**src/logic/dtmin_map.svh**
```systemverilog
// Register offsets, field positions, reset values and bus codes of the target bank.
`ifndef DTMIN_MAP_SVH
`define DTMIN_MAP_SVH

// ****************************************************************
// Register indices; the byte address is four times the index.
// ****************************************************************
`define DTMIN_IDX_W          6
`define DTMIN_IDX_OP_R1      6'h33
`define DTMIN_IDX_OP_LOC     6'h34
`define DTMIN_IDX_OP_R2      6'h35
`define DTMIN_IDX_CTRL       6'h36
`define DTMIN_IDX_LOCK       6'h3f

// ****************************************************************
// Reset values and field positions.
// ****************************************************************
`define DTMIN_OP_RESET       8'h64
`define DTMIN_CTRL_RESET     8'h00
`define DTMIN_LOCK_RESET     1'b0
`define DTMIN_CTRL_RSVD_MASK 8'hfd
`define DTMIN_BIT_R2_MSB     0
`define DTMIN_BIT_RSVD       1
`define DTMIN_BIT_CAP_BASE   2
`define DTMIN_BIT_DYN_BASE   5
`define DTMIN_BIT_LOCK       0

// ****************************************************************
// Bus answer codes.
// ****************************************************************
`define DTMIN_RESP_OKAY      2'b00
`define DTMIN_RESP_SLVERR    2'b10

`endif

```
**src/logic/dtmin_pkg.sv**
```systemverilog
// Types shared by the target register bank and its channel modules.
package dtmin_pkg;

  // ****************************************************************
  // Temperatures are two's complement degrees.
  // ****************************************************************
  typedef logic signed [7:0] dtmin_temp_t;

  typedef struct packed {
    dtmin_temp_t r2;
    dtmin_temp_t loc;
    dtmin_temp_t r1;
  } dtmin_trio_t;

  typedef struct packed {
    logic remote2_dynamic_en;
    logic local_dynamic_en;
    logic remote1_dynamic_en;
    logic remote2_alarm_capture_en;
    logic local_alarm_capture_en;
    logic remote1_alarm_capture_en;
    logic reserved_b1;
    logic remote2_interval_code_msb;
  } dtmin_ctrl_t;

  // ****************************************************************
  // Bus state machines.
  // ****************************************************************
  typedef enum logic [1:0] {
    DTMIN_W_COLLECT = 2'b01,
    DTMIN_W_RESP    = 2'b10
  } dtmin_wst_t;

  typedef enum logic [1:0] {
    DTMIN_R_IDLE = 2'b01,
    DTMIN_R_DATA = 2'b10
  } dtmin_rst_t;

endpackage

```
**src/logic/dtmin_op_reg.sv**
```systemverilog
// One operating point register with software write, lock and alarm capture.
`timescale 1ns/100ps
`include "dtmin_map.svh"
module dtmin_op_reg #(
  parameter int             W     = 8,
  parameter logic [W-1:0]   RESET = `DTMIN_OP_RESET
) (
  input  wire logic         aclk,
  input  wire logic         aresetn,
  input  wire logic         wr_en,
  input  wire logic         locked,
  input  wire logic [W-1:0] wdata,
  input  wire logic         capture,
  input  wire logic [W-1:0] cur_temp,
  output logic      [W-1:0] value
);

  if (W < 2) begin : g_chk
    $error("dtmin_op_reg width too small");
  end

  // ****************************************************************
  // Storage.
  // ****************************************************************
  // Capture wins over a write in the same cycle, so an alarm is never lost.
  always_ff @(posedge aclk) begin
    if (!aresetn) begin
      value <= RESET;
    end else if (capture) begin
      value <= cur_temp;
    end else if (wr_en && !locked) begin
      value <= wdata;
    end
  end

  a_capture_load : assert property (@(posedge aclk) disable iff (!aresetn)
    capture |=> value == $past(cur_temp)) else $error("capture not loaded");

endmodule

```
**src/logic/dtmin_min_fan_temperature_adj.sv**
```systemverilog
// Per-channel stepping of the minimum fan temperature to pull the channel temperature toward the target.
`timescale 1ns/100ps
module dtmin_floor_adj (
  input  wire logic                   aclk,
  input  wire logic                   aresetn,
  input  wire logic                   enable,
  input  wire logic                   tick,
  input  wire dtmin_pkg::dtmin_temp_t cur_temp,
  input  wire dtmin_pkg::dtmin_temp_t op_point,
  input  wire dtmin_pkg::dtmin_temp_t high_limit,
  input  wire dtmin_pkg::dtmin_temp_t low_limit,
  input  wire dtmin_pkg::dtmin_temp_t min_fan_prog,
  output dtmin_pkg::dtmin_temp_t      min_fan
);

  // ****************************************************************
  // Adjustment.
  // ****************************************************************
  // One degree per interval keeps the fans from hunting around the target.
  // adjust on tick.
  always_ff @(posedge aclk) begin
    if (!aresetn) begin
      min_fan <= 8'sh00;
    end else if (!enable) begin
      min_fan <= min_fan_prog;
    end else if (tick) begin
      if (cur_temp > op_point && min_fan > low_limit) begin
        min_fan <= min_fan - 8'sh01;
      end else if (cur_temp < op_point && min_fan < high_limit) begin
        min_fan <= min_fan + 8'sh01;
      end
    end
  end

  a_floor_disabled : assert property (@(posedge aclk) disable iff (!aresetn)
    !enable |=> min_fan == $past(min_fan_prog)) else $error("floor moved while off");

  a_floor_lower : assert property (@(posedge aclk) disable iff (!aresetn)
    enable && tick && cur_temp > op_point && min_fan > low_limit
    |=> min_fan == $past(min_fan) - 8'sh01) else $error("floor not lowered");

  a_floor_raise : assert property (@(posedge aclk) disable iff (!aresetn)
    enable && tick && cur_temp < op_point && min_fan < high_limit
    |=> min_fan == $past(min_fan) + 8'sh01) else $error("floor not raised");

endmodule

```
**src/logic/dtmin_regs.sv**
```systemverilog
// Operating point and dynamic control register bank on an AXI4-Lite slave.
//
// Contract
// - Three 8-bit read/write target registers, one per channel, each resetting to 0x64.
// - With dynamic control on, each target steers its channel's fan control.
// - Once locked, target registers ignore every later software write.
// - Once locked, the dynamic control register ignores every later write.
// - Dynamic control register resets to zero, all features off.
// - Control bit 0 is the top bit of the remote 2 interval code.
// - Control bit 1 is reserved, reads zero, writes ignored.
// - Capture bit 2 loads remote 1 temperature on alarm assertion.
// - Capture bit 3 loads local temperature on alarm assertion.
// - Capture bit 4 loads remote 2 temperature on alarm assertion.
// - A clear capture bit ignores alarms; target keeps programmed value.
// - Bit 5 enables remote 1 minimum temperature adjustment within limits.
// - Bit 6 enables local minimum temperature adjustment within limits.
// - Bit 7 enables remote 2 minimum temperature adjustment within limits.
// - Clear enable leaves minimum temperature at its programmed value.
// - Temperatures, captured ones included, are two's complement.
`timescale 1ns/100ps
`include "dtmin_map.svh"
module dtmin_regs #(
  parameter int ADDR_W = 8
) (
  input  wire logic                   aclk,
  input  wire logic                   aresetn,
  input  wire logic [ADDR_W-1:0]      s_axi_awaddr,
  input  wire logic [2:0]             s_axi_awprot,
  input  wire logic                   s_axi_awvalid,
  output logic                        s_axi_awready,
  input  wire logic [31:0]            s_axi_wdata,
  input  wire logic [3:0]             s_axi_wstrb,
  input  wire logic                   s_axi_wvalid,
  output logic                        s_axi_wready,
  output logic [1:0]                  s_axi_bresp,
  output logic                        s_axi_bvalid,
  input  wire logic                   s_axi_bready,
  input  wire logic [ADDR_W-1:0]      s_axi_araddr,
  input  wire logic [2:0]             s_axi_arprot,
  input  wire logic                   s_axi_arvalid,
  output logic                        s_axi_arready,
  output logic [31:0]                 s_axi_rdata,
  output logic [1:0]                  s_axi_rresp,
  output logic                        s_axi_rvalid,
  input  wire logic                   s_axi_rready,
  input  wire logic                   thermal_alarm_pin_n,
  input  wire dtmin_pkg::dtmin_trio_t cur_temp,
  input  wire dtmin_pkg::dtmin_trio_t high_limit,
  input  wire dtmin_pkg::dtmin_trio_t low_limit,
  input  wire dtmin_pkg::dtmin_trio_t min_fan_prog,
  input  wire logic [2:0]             adj_tick,
  output dtmin_pkg::dtmin_trio_t      op_point,
  output dtmin_pkg::dtmin_trio_t      min_fan_temperature,
  output logic [2:0]                  dynamic_en,
  output logic                        remote2_interval_code_msb,
  output logic                        config_locked
);

  if (ADDR_W < 8) begin : g_chk
    $error("dtmin_regs address width below 8");
  end

  localparam logic [`DTMIN_IDX_W-1:0] OP_IDX [3] = '{
    `DTMIN_IDX_OP_R1, `DTMIN_IDX_OP_LOC, `DTMIN_IDX_OP_R2};

  // ****************************************************************
  // Declarations.
  // ****************************************************************
  dtmin_pkg::dtmin_wst_t      wst_r;
  dtmin_pkg::dtmin_rst_t      rst_r;
  dtmin_pkg::dtmin_ctrl_t     ctrl_r;
  logic                       lock_r;
  logic                       aw_held_r;
  logic                       w_held_r;
  logic [ADDR_W-1:0]          awaddr_r;
  logic [7:0]                 wdata_r;
  logic                       wstrb0_r;
  logic                       do_write;
  logic [`DTMIN_IDX_W-1:0]    wr_idx;
  logic                       wr_hit;
  logic                       wr_known;
  logic [`DTMIN_IDX_W-1:0]    rd_idx;
  logic                       rd_hit;
  logic                       rd_known;
  logic [7:0]                 rd_byte;
  logic                       alarm_prev_r;
  logic                       alarm_fall;
  logic [2:0]                 cap_en;
  logic [2:0][7:0]            cur_arr;
  logic [2:0][7:0]            hi_arr;
  logic [2:0][7:0]            lo_arr;
  logic [2:0][7:0]            prog_arr;
  logic [2:0][7:0]            op_arr;
  logic [2:0][7:0]            min_fan_arr;
  logic [2:0]                 op_wr;

  assign cur_arr  = cur_temp;
  assign hi_arr   = high_limit;
  assign lo_arr   = low_limit;
  assign prog_arr = min_fan_prog;
  assign op_point = op_arr;
  assign min_fan_temperature = min_fan_arr;

  // ****************************************************************
  // Write channel.
  // ****************************************************************
  assign s_axi_awready = (wst_r == dtmin_pkg::DTMIN_W_COLLECT) && !aw_held_r;
  assign s_axi_wready  = (wst_r == dtmin_pkg::DTMIN_W_COLLECT) && !w_held_r;
  assign s_axi_bvalid  = (wst_r == dtmin_pkg::DTMIN_W_RESP);
  assign do_write = (wst_r == dtmin_pkg::DTMIN_W_COLLECT) && aw_held_r && w_held_r;

  always_ff @(posedge aclk) begin
    if (!aresetn) begin
      aw_held_r <= 1'b0;
      awaddr_r  <= '0;
    end else if (s_axi_awvalid && s_axi_awready) begin
      aw_held_r <= 1'b1;
      awaddr_r  <= s_axi_awaddr;
    end else if (do_write) begin
      aw_held_r <= 1'b0;
    end
  end

  // Only the low byte lane carries register bits, so only its strobe matters.
  always_ff @(posedge aclk) begin
    if (!aresetn) begin
      w_held_r <= 1'b0;
      wdata_r  <= 8'h00;
      wstrb0_r <= 1'b0;
    end else if (s_axi_wvalid && s_axi_wready) begin
      w_held_r <= 1'b1;
      wdata_r  <= s_axi_wdata[7:0];
      wstrb0_r <= s_axi_wstrb[0];
    end else if (do_write) begin
      w_held_r <= 1'b0;
    end
  end

  always_comb begin
    wr_idx   = awaddr_r[7:2];
    wr_hit   = (awaddr_r >> 8) == '0;
    wr_known = wr_hit && (wr_idx == OP_IDX[0] || wr_idx == OP_IDX[1] ||
               wr_idx == OP_IDX[2] || wr_idx == `DTMIN_IDX_CTRL ||
               wr_idx == `DTMIN_IDX_LOCK);
  end

  // A locked write is dropped silently and still answers OKAY.
  always_ff @(posedge aclk) begin
    if (!aresetn) begin
      wst_r       <= dtmin_pkg::DTMIN_W_COLLECT;
      s_axi_bresp <= `DTMIN_RESP_OKAY;
    end else begin
      unique case (wst_r)
        dtmin_pkg::DTMIN_W_COLLECT: begin
          if (do_write) begin
            wst_r       <= dtmin_pkg::DTMIN_W_RESP;
            s_axi_bresp <= wr_known ? `DTMIN_RESP_OKAY : `DTMIN_RESP_SLVERR;
          end
        end
        dtmin_pkg::DTMIN_W_RESP: begin
          if (s_axi_bready) begin
            wst_r <= dtmin_pkg::DTMIN_W_COLLECT;
          end
        end
        default: begin
          wst_r <= dtmin_pkg::DTMIN_W_COLLECT;
        end
      endcase
    end
  end

  // ****************************************************************
  // Lock and control registers.
  // ****************************************************************
  // The lock only falls at reset, so firmware cannot undo a locked setup.
  always_ff @(posedge aclk) begin
    if (!aresetn) begin
      lock_r <= `DTMIN_LOCK_RESET;
    end else if (do_write && wstrb0_r && wr_hit && wr_idx == `DTMIN_IDX_LOCK &&
                 wdata_r[`DTMIN_BIT_LOCK]) begin
      lock_r <= 1'b1;
    end
  end

  always_ff @(posedge aclk) begin
    if (!aresetn) begin
      ctrl_r <= `DTMIN_CTRL_RESET;
    end else if (do_write && wstrb0_r && wr_hit && wr_idx == `DTMIN_IDX_CTRL && !lock_r) begin
      ctrl_r <= wdata_r & `DTMIN_CTRL_RSVD_MASK;
    end
  end

  assign remote2_interval_code_msb = ctrl_r.remote2_interval_code_msb;
  assign dynamic_en = {ctrl_r.remote2_dynamic_en, ctrl_r.local_dynamic_en,
                       ctrl_r.remote1_dynamic_en};
  assign cap_en     = {ctrl_r.remote2_alarm_capture_en, ctrl_r.local_alarm_capture_en,
                       ctrl_r.remote1_alarm_capture_en};
  assign config_locked = lock_r;

  // ****************************************************************
  // Alarm edge.
  // ****************************************************************
  // new assertion only.
  always_ff @(posedge aclk) begin
    if (!aresetn) begin
      alarm_prev_r <= 1'b1;
    end else begin
      alarm_prev_r <= thermal_alarm_pin_n;
    end
  end

  assign alarm_fall = alarm_prev_r && !thermal_alarm_pin_n;

  // ****************************************************************
  // Channels.
  // ****************************************************************
  for (genvar i = 0; i < 3; i++) begin : g_chan
    assign op_wr[i] = do_write && wstrb0_r && wr_hit && wr_idx == OP_IDX[i];

    dtmin_op_reg #(
      .W        (8),
      .RESET    (`DTMIN_OP_RESET)
    ) u_op (
      .aclk     (aclk),
      .aresetn  (aresetn),
      .wr_en    (op_wr[i]),
      .locked   (lock_r),
      .wdata    (wdata_r),
      .capture  (alarm_fall && cap_en[i]),
      .cur_temp (cur_arr[i]),
      .value    (op_arr[i])
    );

    dtmin_floor_adj u_adj (
      .aclk         (aclk),
      .aresetn      (aresetn),
      .enable       (dynamic_en[i]),
      .tick         (adj_tick[i]),
      .cur_temp     (cur_arr[i]),
      .op_point     (op_arr[i]),
      .high_limit   (hi_arr[i]),
      .low_limit    (lo_arr[i]),
      .min_fan_prog (prog_arr[i]),
      .min_fan      (min_fan_arr[i])
    );
  end

  // ****************************************************************
  // Read channel.
  // ****************************************************************
  assign s_axi_arready = (rst_r == dtmin_pkg::DTMIN_R_IDLE);
  assign s_axi_rvalid  = (rst_r == dtmin_pkg::DTMIN_R_DATA);

  always_comb begin
    rd_idx   = s_axi_araddr[7:2];
    rd_hit   = (s_axi_araddr >> 8) == '0;
    rd_known = rd_hit;
    rd_byte  = 8'h00;
    if (rd_idx == OP_IDX[0]) begin
      rd_byte = op_arr[0];
    end else if (rd_idx == OP_IDX[1]) begin
      rd_byte = op_arr[1];
    end else if (rd_idx == OP_IDX[2]) begin
      rd_byte = op_arr[2];
    end else if (rd_idx == `DTMIN_IDX_CTRL) begin
      rd_byte = ctrl_r;
    end else if (rd_idx == `DTMIN_IDX_LOCK) begin
      rd_byte = {7'h00, lock_r};
    end else begin
      rd_known = 1'b0;
    end
  end

  always_ff @(posedge aclk) begin
    if (!aresetn) begin
      rst_r       <= dtmin_pkg::DTMIN_R_IDLE;
      s_axi_rdata <= 32'h0000_0000;
      s_axi_rresp <= `DTMIN_RESP_OKAY;
    end else begin
      unique case (rst_r)
        dtmin_pkg::DTMIN_R_IDLE: begin
          if (s_axi_arvalid) begin
            rst_r       <= dtmin_pkg::DTMIN_R_DATA;
            s_axi_rdata <= rd_known ? {24'h000000, rd_byte} : 32'h0000_0000;
            s_axi_rresp <= rd_known ? `DTMIN_RESP_OKAY : `DTMIN_RESP_SLVERR;
          end
        end
        dtmin_pkg::DTMIN_R_DATA: begin
          if (s_axi_rready) begin
            rst_r <= dtmin_pkg::DTMIN_R_IDLE;
          end
        end
        default: begin
          rst_r <= dtmin_pkg::DTMIN_R_IDLE;
        end
      endcase
    end
  end

  // ****************************************************************
  // Checks.
  // ****************************************************************
  a_target_reset : assert property (@(posedge aclk) disable iff (!aresetn)
    $rose(aresetn) |-> op_point == {3{`DTMIN_OP_RESET}}) else $error("bad target reset");

  a_lock_targets : assert property (@(posedge aclk) disable iff (!aresetn)
    lock_r && !alarm_fall |=> $stable(op_point)) else $error("locked target changed");

  a_lock_control : assert property (@(posedge aclk) disable iff (!aresetn)
    lock_r |=> $stable(ctrl_r)) else $error("locked control changed");

  a_control_reset : assert property (@(posedge aclk) disable iff (!aresetn)
    $rose(aresetn) |-> ctrl_r == 8'h00 && dynamic_en == 3'b000) else $error("bad ctrl reset");

  a_code_msb : assert property (@(posedge aclk) disable iff (!aresetn)
    do_write && wstrb0_r && wr_idx == `DTMIN_IDX_CTRL && wr_hit && !lock_r
    |=> remote2_interval_code_msb == $past(wdata_r[0])) else $error("code msb not taken");

  a_reserved_zero : assert property (@(posedge aclk) disable iff (!aresetn)
    s_axi_rvalid && $past(s_axi_arvalid && rd_idx == `DTMIN_IDX_CTRL)
    |-> s_axi_rdata[1] == 1'b0) else $error("reserved bit set");

  a_local_capture : assert property (@(posedge aclk) disable iff (!aresetn)
    alarm_fall && ctrl_r.local_alarm_capture_en
    |=> op_point.loc == $past(cur_temp.loc)) else $error("local not captured");

  a_r2_capture : assert property (@(posedge aclk) disable iff (!aresetn)
    alarm_fall && ctrl_r.remote2_alarm_capture_en
    |=> op_point.r2 == $past(cur_temp.r2)) else $error("remote 2 not captured");

  a_no_capture : assert property (@(posedge aclk) disable iff (!aresetn)
    alarm_fall && !ctrl_r.remote1_alarm_capture_en && !op_wr[0]
    |=> $stable(op_point.r1)) else $error("ignored alarm captured");

  a_single_capture : assert property (@(posedge aclk) disable iff (!aresetn)
    !thermal_alarm_pin_n [*2] ##0 (op_wr == 3'b000) |=> $stable(op_point))
    else $error("repeat capture");

  a_write_answer : assert property (@(posedge aclk) disable iff (!aresetn)
    do_write |=> s_axi_bvalid) else $error("write not answered");

endmodule

```
**config.mk**
```make
export PLATFORM = sky130hd
export DESIGN_NAME = dtmin_regs
export DESIGN_NICKNAME = d
export VERILOG_FILES = /design/src/logic/dtmin_pkg.sv /design/src/logic/dtmin_op_reg.sv /design/src/logic/dtmin_min_fan_temperature_adj.sv /design/src/logic/dtmin_regs.sv
export VERILOG_INCLUDE_DIRS = /design/src /design/src/logic
export SDC_FILE = /design/constraint.sdc
export NUM_CORES = 1
export LEC_CHECK = 0
export ABC_AREA = 1
export BUFFER_PORTS_ARGS = -buffer_cell sky130_fd_sc_hd__buf_2
export CAP_MARGIN = 20
export CORE_ASPECT_RATIO = 1.1
export CORE_MARGIN = 2
export CORE_UTILIZATION = 40
export CTS_BUF_LIST = sky130_fd_sc_hd__clkbuf_8 sky130_fd_sc_hd__clkbuf_16
export DETAILED_ROUTE_END_ITERATION = 8
export GPL_TIMING_DRIVEN = 1
export PLACE_DENSITY = 0.67
export SETUP_SLACK_MARGIN = 0.4
export SYNTH_ARGS = -nofsm -noshare
export SYNTH_HDL_FRONTEND = slang
export SYNTH_SLANG_ARGS = --single-unit
```
**constraint.sdc**
```tcl
create_clock -name aclk -period 5.25 [get_ports aclk]
set_input_delay 1.3125 -clock aclk [delete_from_list [all_inputs] [get_ports aclk]]
set_output_delay 1.3125 -clock aclk [all_outputs]
set_load 0.05 [all_outputs]
```
==> results_dict.tcl <==
set metrics [dict create \
    first_pass_iteration_count_of_the_detailed_router 5 \
    syn_to_final_growth_pct 19.0 \
    switching_power_uw 618 \
    grt_setup_unrepaired "false" \
    wl_per_cell_um 13.8 \
    num_rows 50 \
    synth_flop_cell "sky130_fd_sc_hd__dfxtp_1" \
    tritoncts "yes" \
    die_width_um 131 \
    clock_edge_transition_at_the_registers_on_the_reported_setup_and_hold_paths_ns 0.06 \
    wl_um 20200 \
    post_cts_buffers 0 \
    global_router_s_overall_resource_usage 0.216 \
    clock_power_share 0.344 \
    cts.htree.levels 3 \
    half_perimeter_wire_length_after_placement_um 16100 \
    num_antenna_cells 0 \
    postSynthRegisterBits 88 \
    timing_worst_slew_pin_value_ns 0.575 \
    drive_above_1_share 0.193 \
    coreArea_um2 17100 \
    synthDominantCellAreaShare 0.250 \
    gr-total-overflow 0 \
    share_of_synthesized_area_occupied_by_flip_flops_and_latches 0.250 \
    detailroute.via_count 7232 \
    gp_congestion 0.873 \
    end_kind "flip-flop" \
    timing.final.hold_violations 0 \
    wire_length_of_the_first_global_routing_pass_um 32000 \
    ys_top_cells_by_area "sky130_fd_sc_hd__dfxtp_1 (25%), sky130_fd_sc_hd__ha_1 (15%), sky130_fd_sc_hd__nand2_1 (13%)" \
    critical_path_peak_fanout 8 \
    dpl_cell_area_um2 8100 \
    grt_antenna_before_repair 0 \
    cell_area_after_synthesis_um2 7040 \
    power.density_cell_area_nw_per_um2 221 \
    nets 1484 \
    worst_skew_pair.late_latency_ns 0.34 \
    path_class "primary input to flip-flop" \
    via_count_of_the_first_global_routing_pass 6737 \
    power.sequential.fraction 0.394 \
    post-route-min-period_ns 3.95 \
    slew_margin_rel 0.615 \
    port_buffers 195 \
    fraction_of_power_spent_switching_nets 0.333 \
    maxCapViolations 0 \
    first_iter_violations 388 \
    synthArstFlopShare 0 \
    total_leakage_power_nw 4.45 \
    drv_slew 0 \
    cts-resized-gates 0 \
    drc 0 \
    yosys_warnings 0 \
    irDropWorstVdd_v 0.000160 \
    fin_tns_setup_ns 0 \
    outcome "finished, final reports clean" \
    detail-route-antenna-nets 0 \
    area_enclosed_by_the_die_boundary_um2 18700 \
    max_freq_mhz 253 \
    synth.largest_area_cell "sky130_fd_sc_hd__dfxtp_1" \
    power.internal_mw 1.24 \
    starting_utilization_of_the_core_area 0.411 \
    maximum_buffer_depth_of_the_clock_tree 2 \
    worst_hold_path_type "flip-flop to flip-flop" \
    grt_start_max_net_pins 52 \
    clock_tree_root_buffer_cell "sky130_fd_sc_hd__clkbuf_16" \
    critical_path.startpoint_type "primary input" \
    numCtsBuffers 9 \
    synth_enable_flop_cells 0 \
    via_per_inst 4.93 \
    timing.final.crit_share 0.753 \
    cp.arrival_ns 4.22 \
    comb_power_share 0.261 \
    netlist_instances 1050 \
    avgSynthCellArea_um2 6.71 \
    die_height_um 143 \
    worstPathRequired_ns 5.52 \
    final_cell_area_um2 8380 \
    skew_ns 0.00320 \
    clock-sinks 88 \
    post_cts_hold_buffer_count 0 \
    final-setup-viol-count 0 \
    ys_types 43 \
    io-pin-count 259 \
]
cell usage after synthesis, drive strengths merged, types with 2 or more instances:
cell / number
a211oi: 2
nor4: 4
fa: 3
or2: 3
o31ai: 5
nand4: 24
clkinv: 4
o21bai: 2
ha: 87
nand2: 252
o2111ai: 6
xnor2: 3
buf: 35
o21a: 8
a31oi: 17
dfxtp: 88
o221ai: 2
o21ai: 79
inv: 163
clkbuf: 19
o211ai: 17
a21oi: 82
nor3: 6
nor2: 70
nand3: 52
xor2: 4
nand3b: 6
a21boi: 2
a21o: 2
stage by stage:
step / std cells / setup WS [ns] / power, mW / utilization / hold WS, ns
after floorplan: 1075 / 1.51 / 1.11 / - / 0.445
after global placement: 1452 / 1.02 / 1.22 / 0.472 / 0.451
after detailed placement: 1452 / 0.968 / 1.23 / 0.472 / 0.452
after CTS: 1466 / 1.33 / 1.88 / 0.489 / 0.462
after global routing: 1466 / 0.896 / 1.97 / 0.489 / 0.508
final: 1466 / 1.30 / 1.86 / 0.489 / 0.463
layout by cell type (no fill, tap or decap), types with 4 or more instances in the layout:
cell type,synthesis,layout
sky130_fd_sc_hd__a21oi_1,81,81
sky130_fd_sc_hd__a31oi_1,17,17
sky130_fd_sc_hd__buf_2,4,195
sky130_fd_sc_hd__clkbuf_16,0,9
sky130_fd_sc_hd__clkinv_1,4,4
sky130_fd_sc_hd__conb_1,1,26
sky130_fd_sc_hd__dfxtp_1,88,88
sky130_fd_sc_hd__ha_1,87,87
sky130_fd_sc_hd__inv_1,157,158
sky130_fd_sc_hd__inv_2,6,6
sky130_fd_sc_hd__nand2_1,242,242
sky130_fd_sc_hd__nand2_2,7,7
sky130_fd_sc_hd__nand3_1,50,50
sky130_fd_sc_hd__nand3b_1,6,6
sky130_fd_sc_hd__nand4_1,24,24
sky130_fd_sc_hd__nor2_1,66,66
sky130_fd_sc_hd__nor3_1,5,5
sky130_fd_sc_hd__nor4_1,4,4
sky130_fd_sc_hd__o2111ai_1,6,6
sky130_fd_sc_hd__o211ai_1,17,17
sky130_fd_sc_hd__o21a_1,8,8
sky130_fd_sc_hd__o21ai_0,74,74
sky130_fd_sc_hd__o21ai_1,5,5
sky130_fd_sc_hd__o31ai_1,5,5
sky130_fd_sc_hd__xor2_1,4,4
flip-flops by register name, indices dropped and copies added, names as in the netlist:
register and flops:
aw_held_r 1, wdata_r 8, w_held_r 1, dynamic_en 3
wstrb0_r 1, s_axi_rdata 8, cap_en 3, awaddr_r 6
s_axi_bresp 1, alarm_prev_r 1, wst_r 2, rst_r 2
config_locked 1, remote2_interval_code_msb 1, g_chan.u_op.value 24, g_chan.u_adj.min_fan 24
s_axi_rresp 1
final cells by class:
class / instances / area, µm²
repair buffers: 197 / 991
fillers: 1795 / 8760
clock inverters: 4 / 47.5
clock buffers: 10 / 239
inverters: 167 / 627
well taps: 234 / 293
flip-flops and latches: 88 / 1760
multi-input cells: 766 / 4430
worst paths after layout:
path,startpoint,to,slack [ns],depth (start not counted)
max,cur_temp[15],g_chan[1].u_adj.min_fan[6]$_SDFFE_PN0P_,1.30,18
min,s_axi_rdata[7]$_SDFFE_PN0P_,s_axi_rdata[7]$_SDFFE_PN0P_,0.46,2
max reg2reg,g_chan[1].u_op.value[5]$_SDFFE_PN1P_,g_chan[1].u_adj.min_fan[6]$_SDFFE_PN0P_,1.96,19
min reg2reg,s_axi_rdata[7]$_SDFFE_PN0P_,s_axi_rdata[7]$_SDFFE_PN0P_,0.46,2
cell families after synthesis:
kind of cell,after synthesis,share of synthesized area
fa+ha+maj,90,0.163
simple gates,419,0.262
compound gates,224,0.180
xor+xnor,7,0.00870
other cells,1,0.000532
flops,88,0.250
buf+inv,221,0.135
power groups by stage:
stage,clock (mW),combinational [mW],sequential (mW)
after floorplan,0,0.337,0.771
after global placement,0,0.475,0.746
after detailed placement,0,0.483,0.746
after CTS,0.661,0.486,0.731
after global routing,0.685,0.551,0.735
final,0.639,0.485,0.732
layer usage:
metal | vias up | global-route usage | routed length [µm]
li1 | 3780 | - | -
met1 | 3197 | 0.270 | 9190
met2 | 215 | 0.362 | 9210
met3 | 40 | 0.0416 | 1240
met4 | 0 | 0.0873 | 578
met5 | - | 0 | 0
critical path, stage by stage:
cell	delay [ns]
sky130_fd_sc_hd__buf_2	0.11
sky130_fd_sc_hd__ha_1	0.35
sky130_fd_sc_hd__a21o_1	0.19
sky130_fd_sc_hd__nor2_1	0.17
sky130_fd_sc_hd__nand2_1	0.10
sky130_fd_sc_hd__nand2_1	0.06
sky130_fd_sc_hd__nand2_1	0.10
sky130_fd_sc_hd__nor2_1	0.48
sky130_fd_sc_hd__ha_1	0.39
sky130_fd_sc_hd__a21oi_1	0.13
sky130_fd_sc_hd__o21ai_0	0.12
sky130_fd_sc_hd__nand2_1	0.10
sky130_fd_sc_hd__nand2_1	0.05
sky130_fd_sc_hd__nand2_1	0.08
sky130_fd_sc_hd__a21boi_0	0.09
sky130_fd_sc_hd__o31ai_1	0.20
sky130_fd_sc_hd__nand2_1	0.07
sky130_fd_sc_hd__a21oi_1	0.11
No activity file was read; power rests on OpenSTA's default activity.
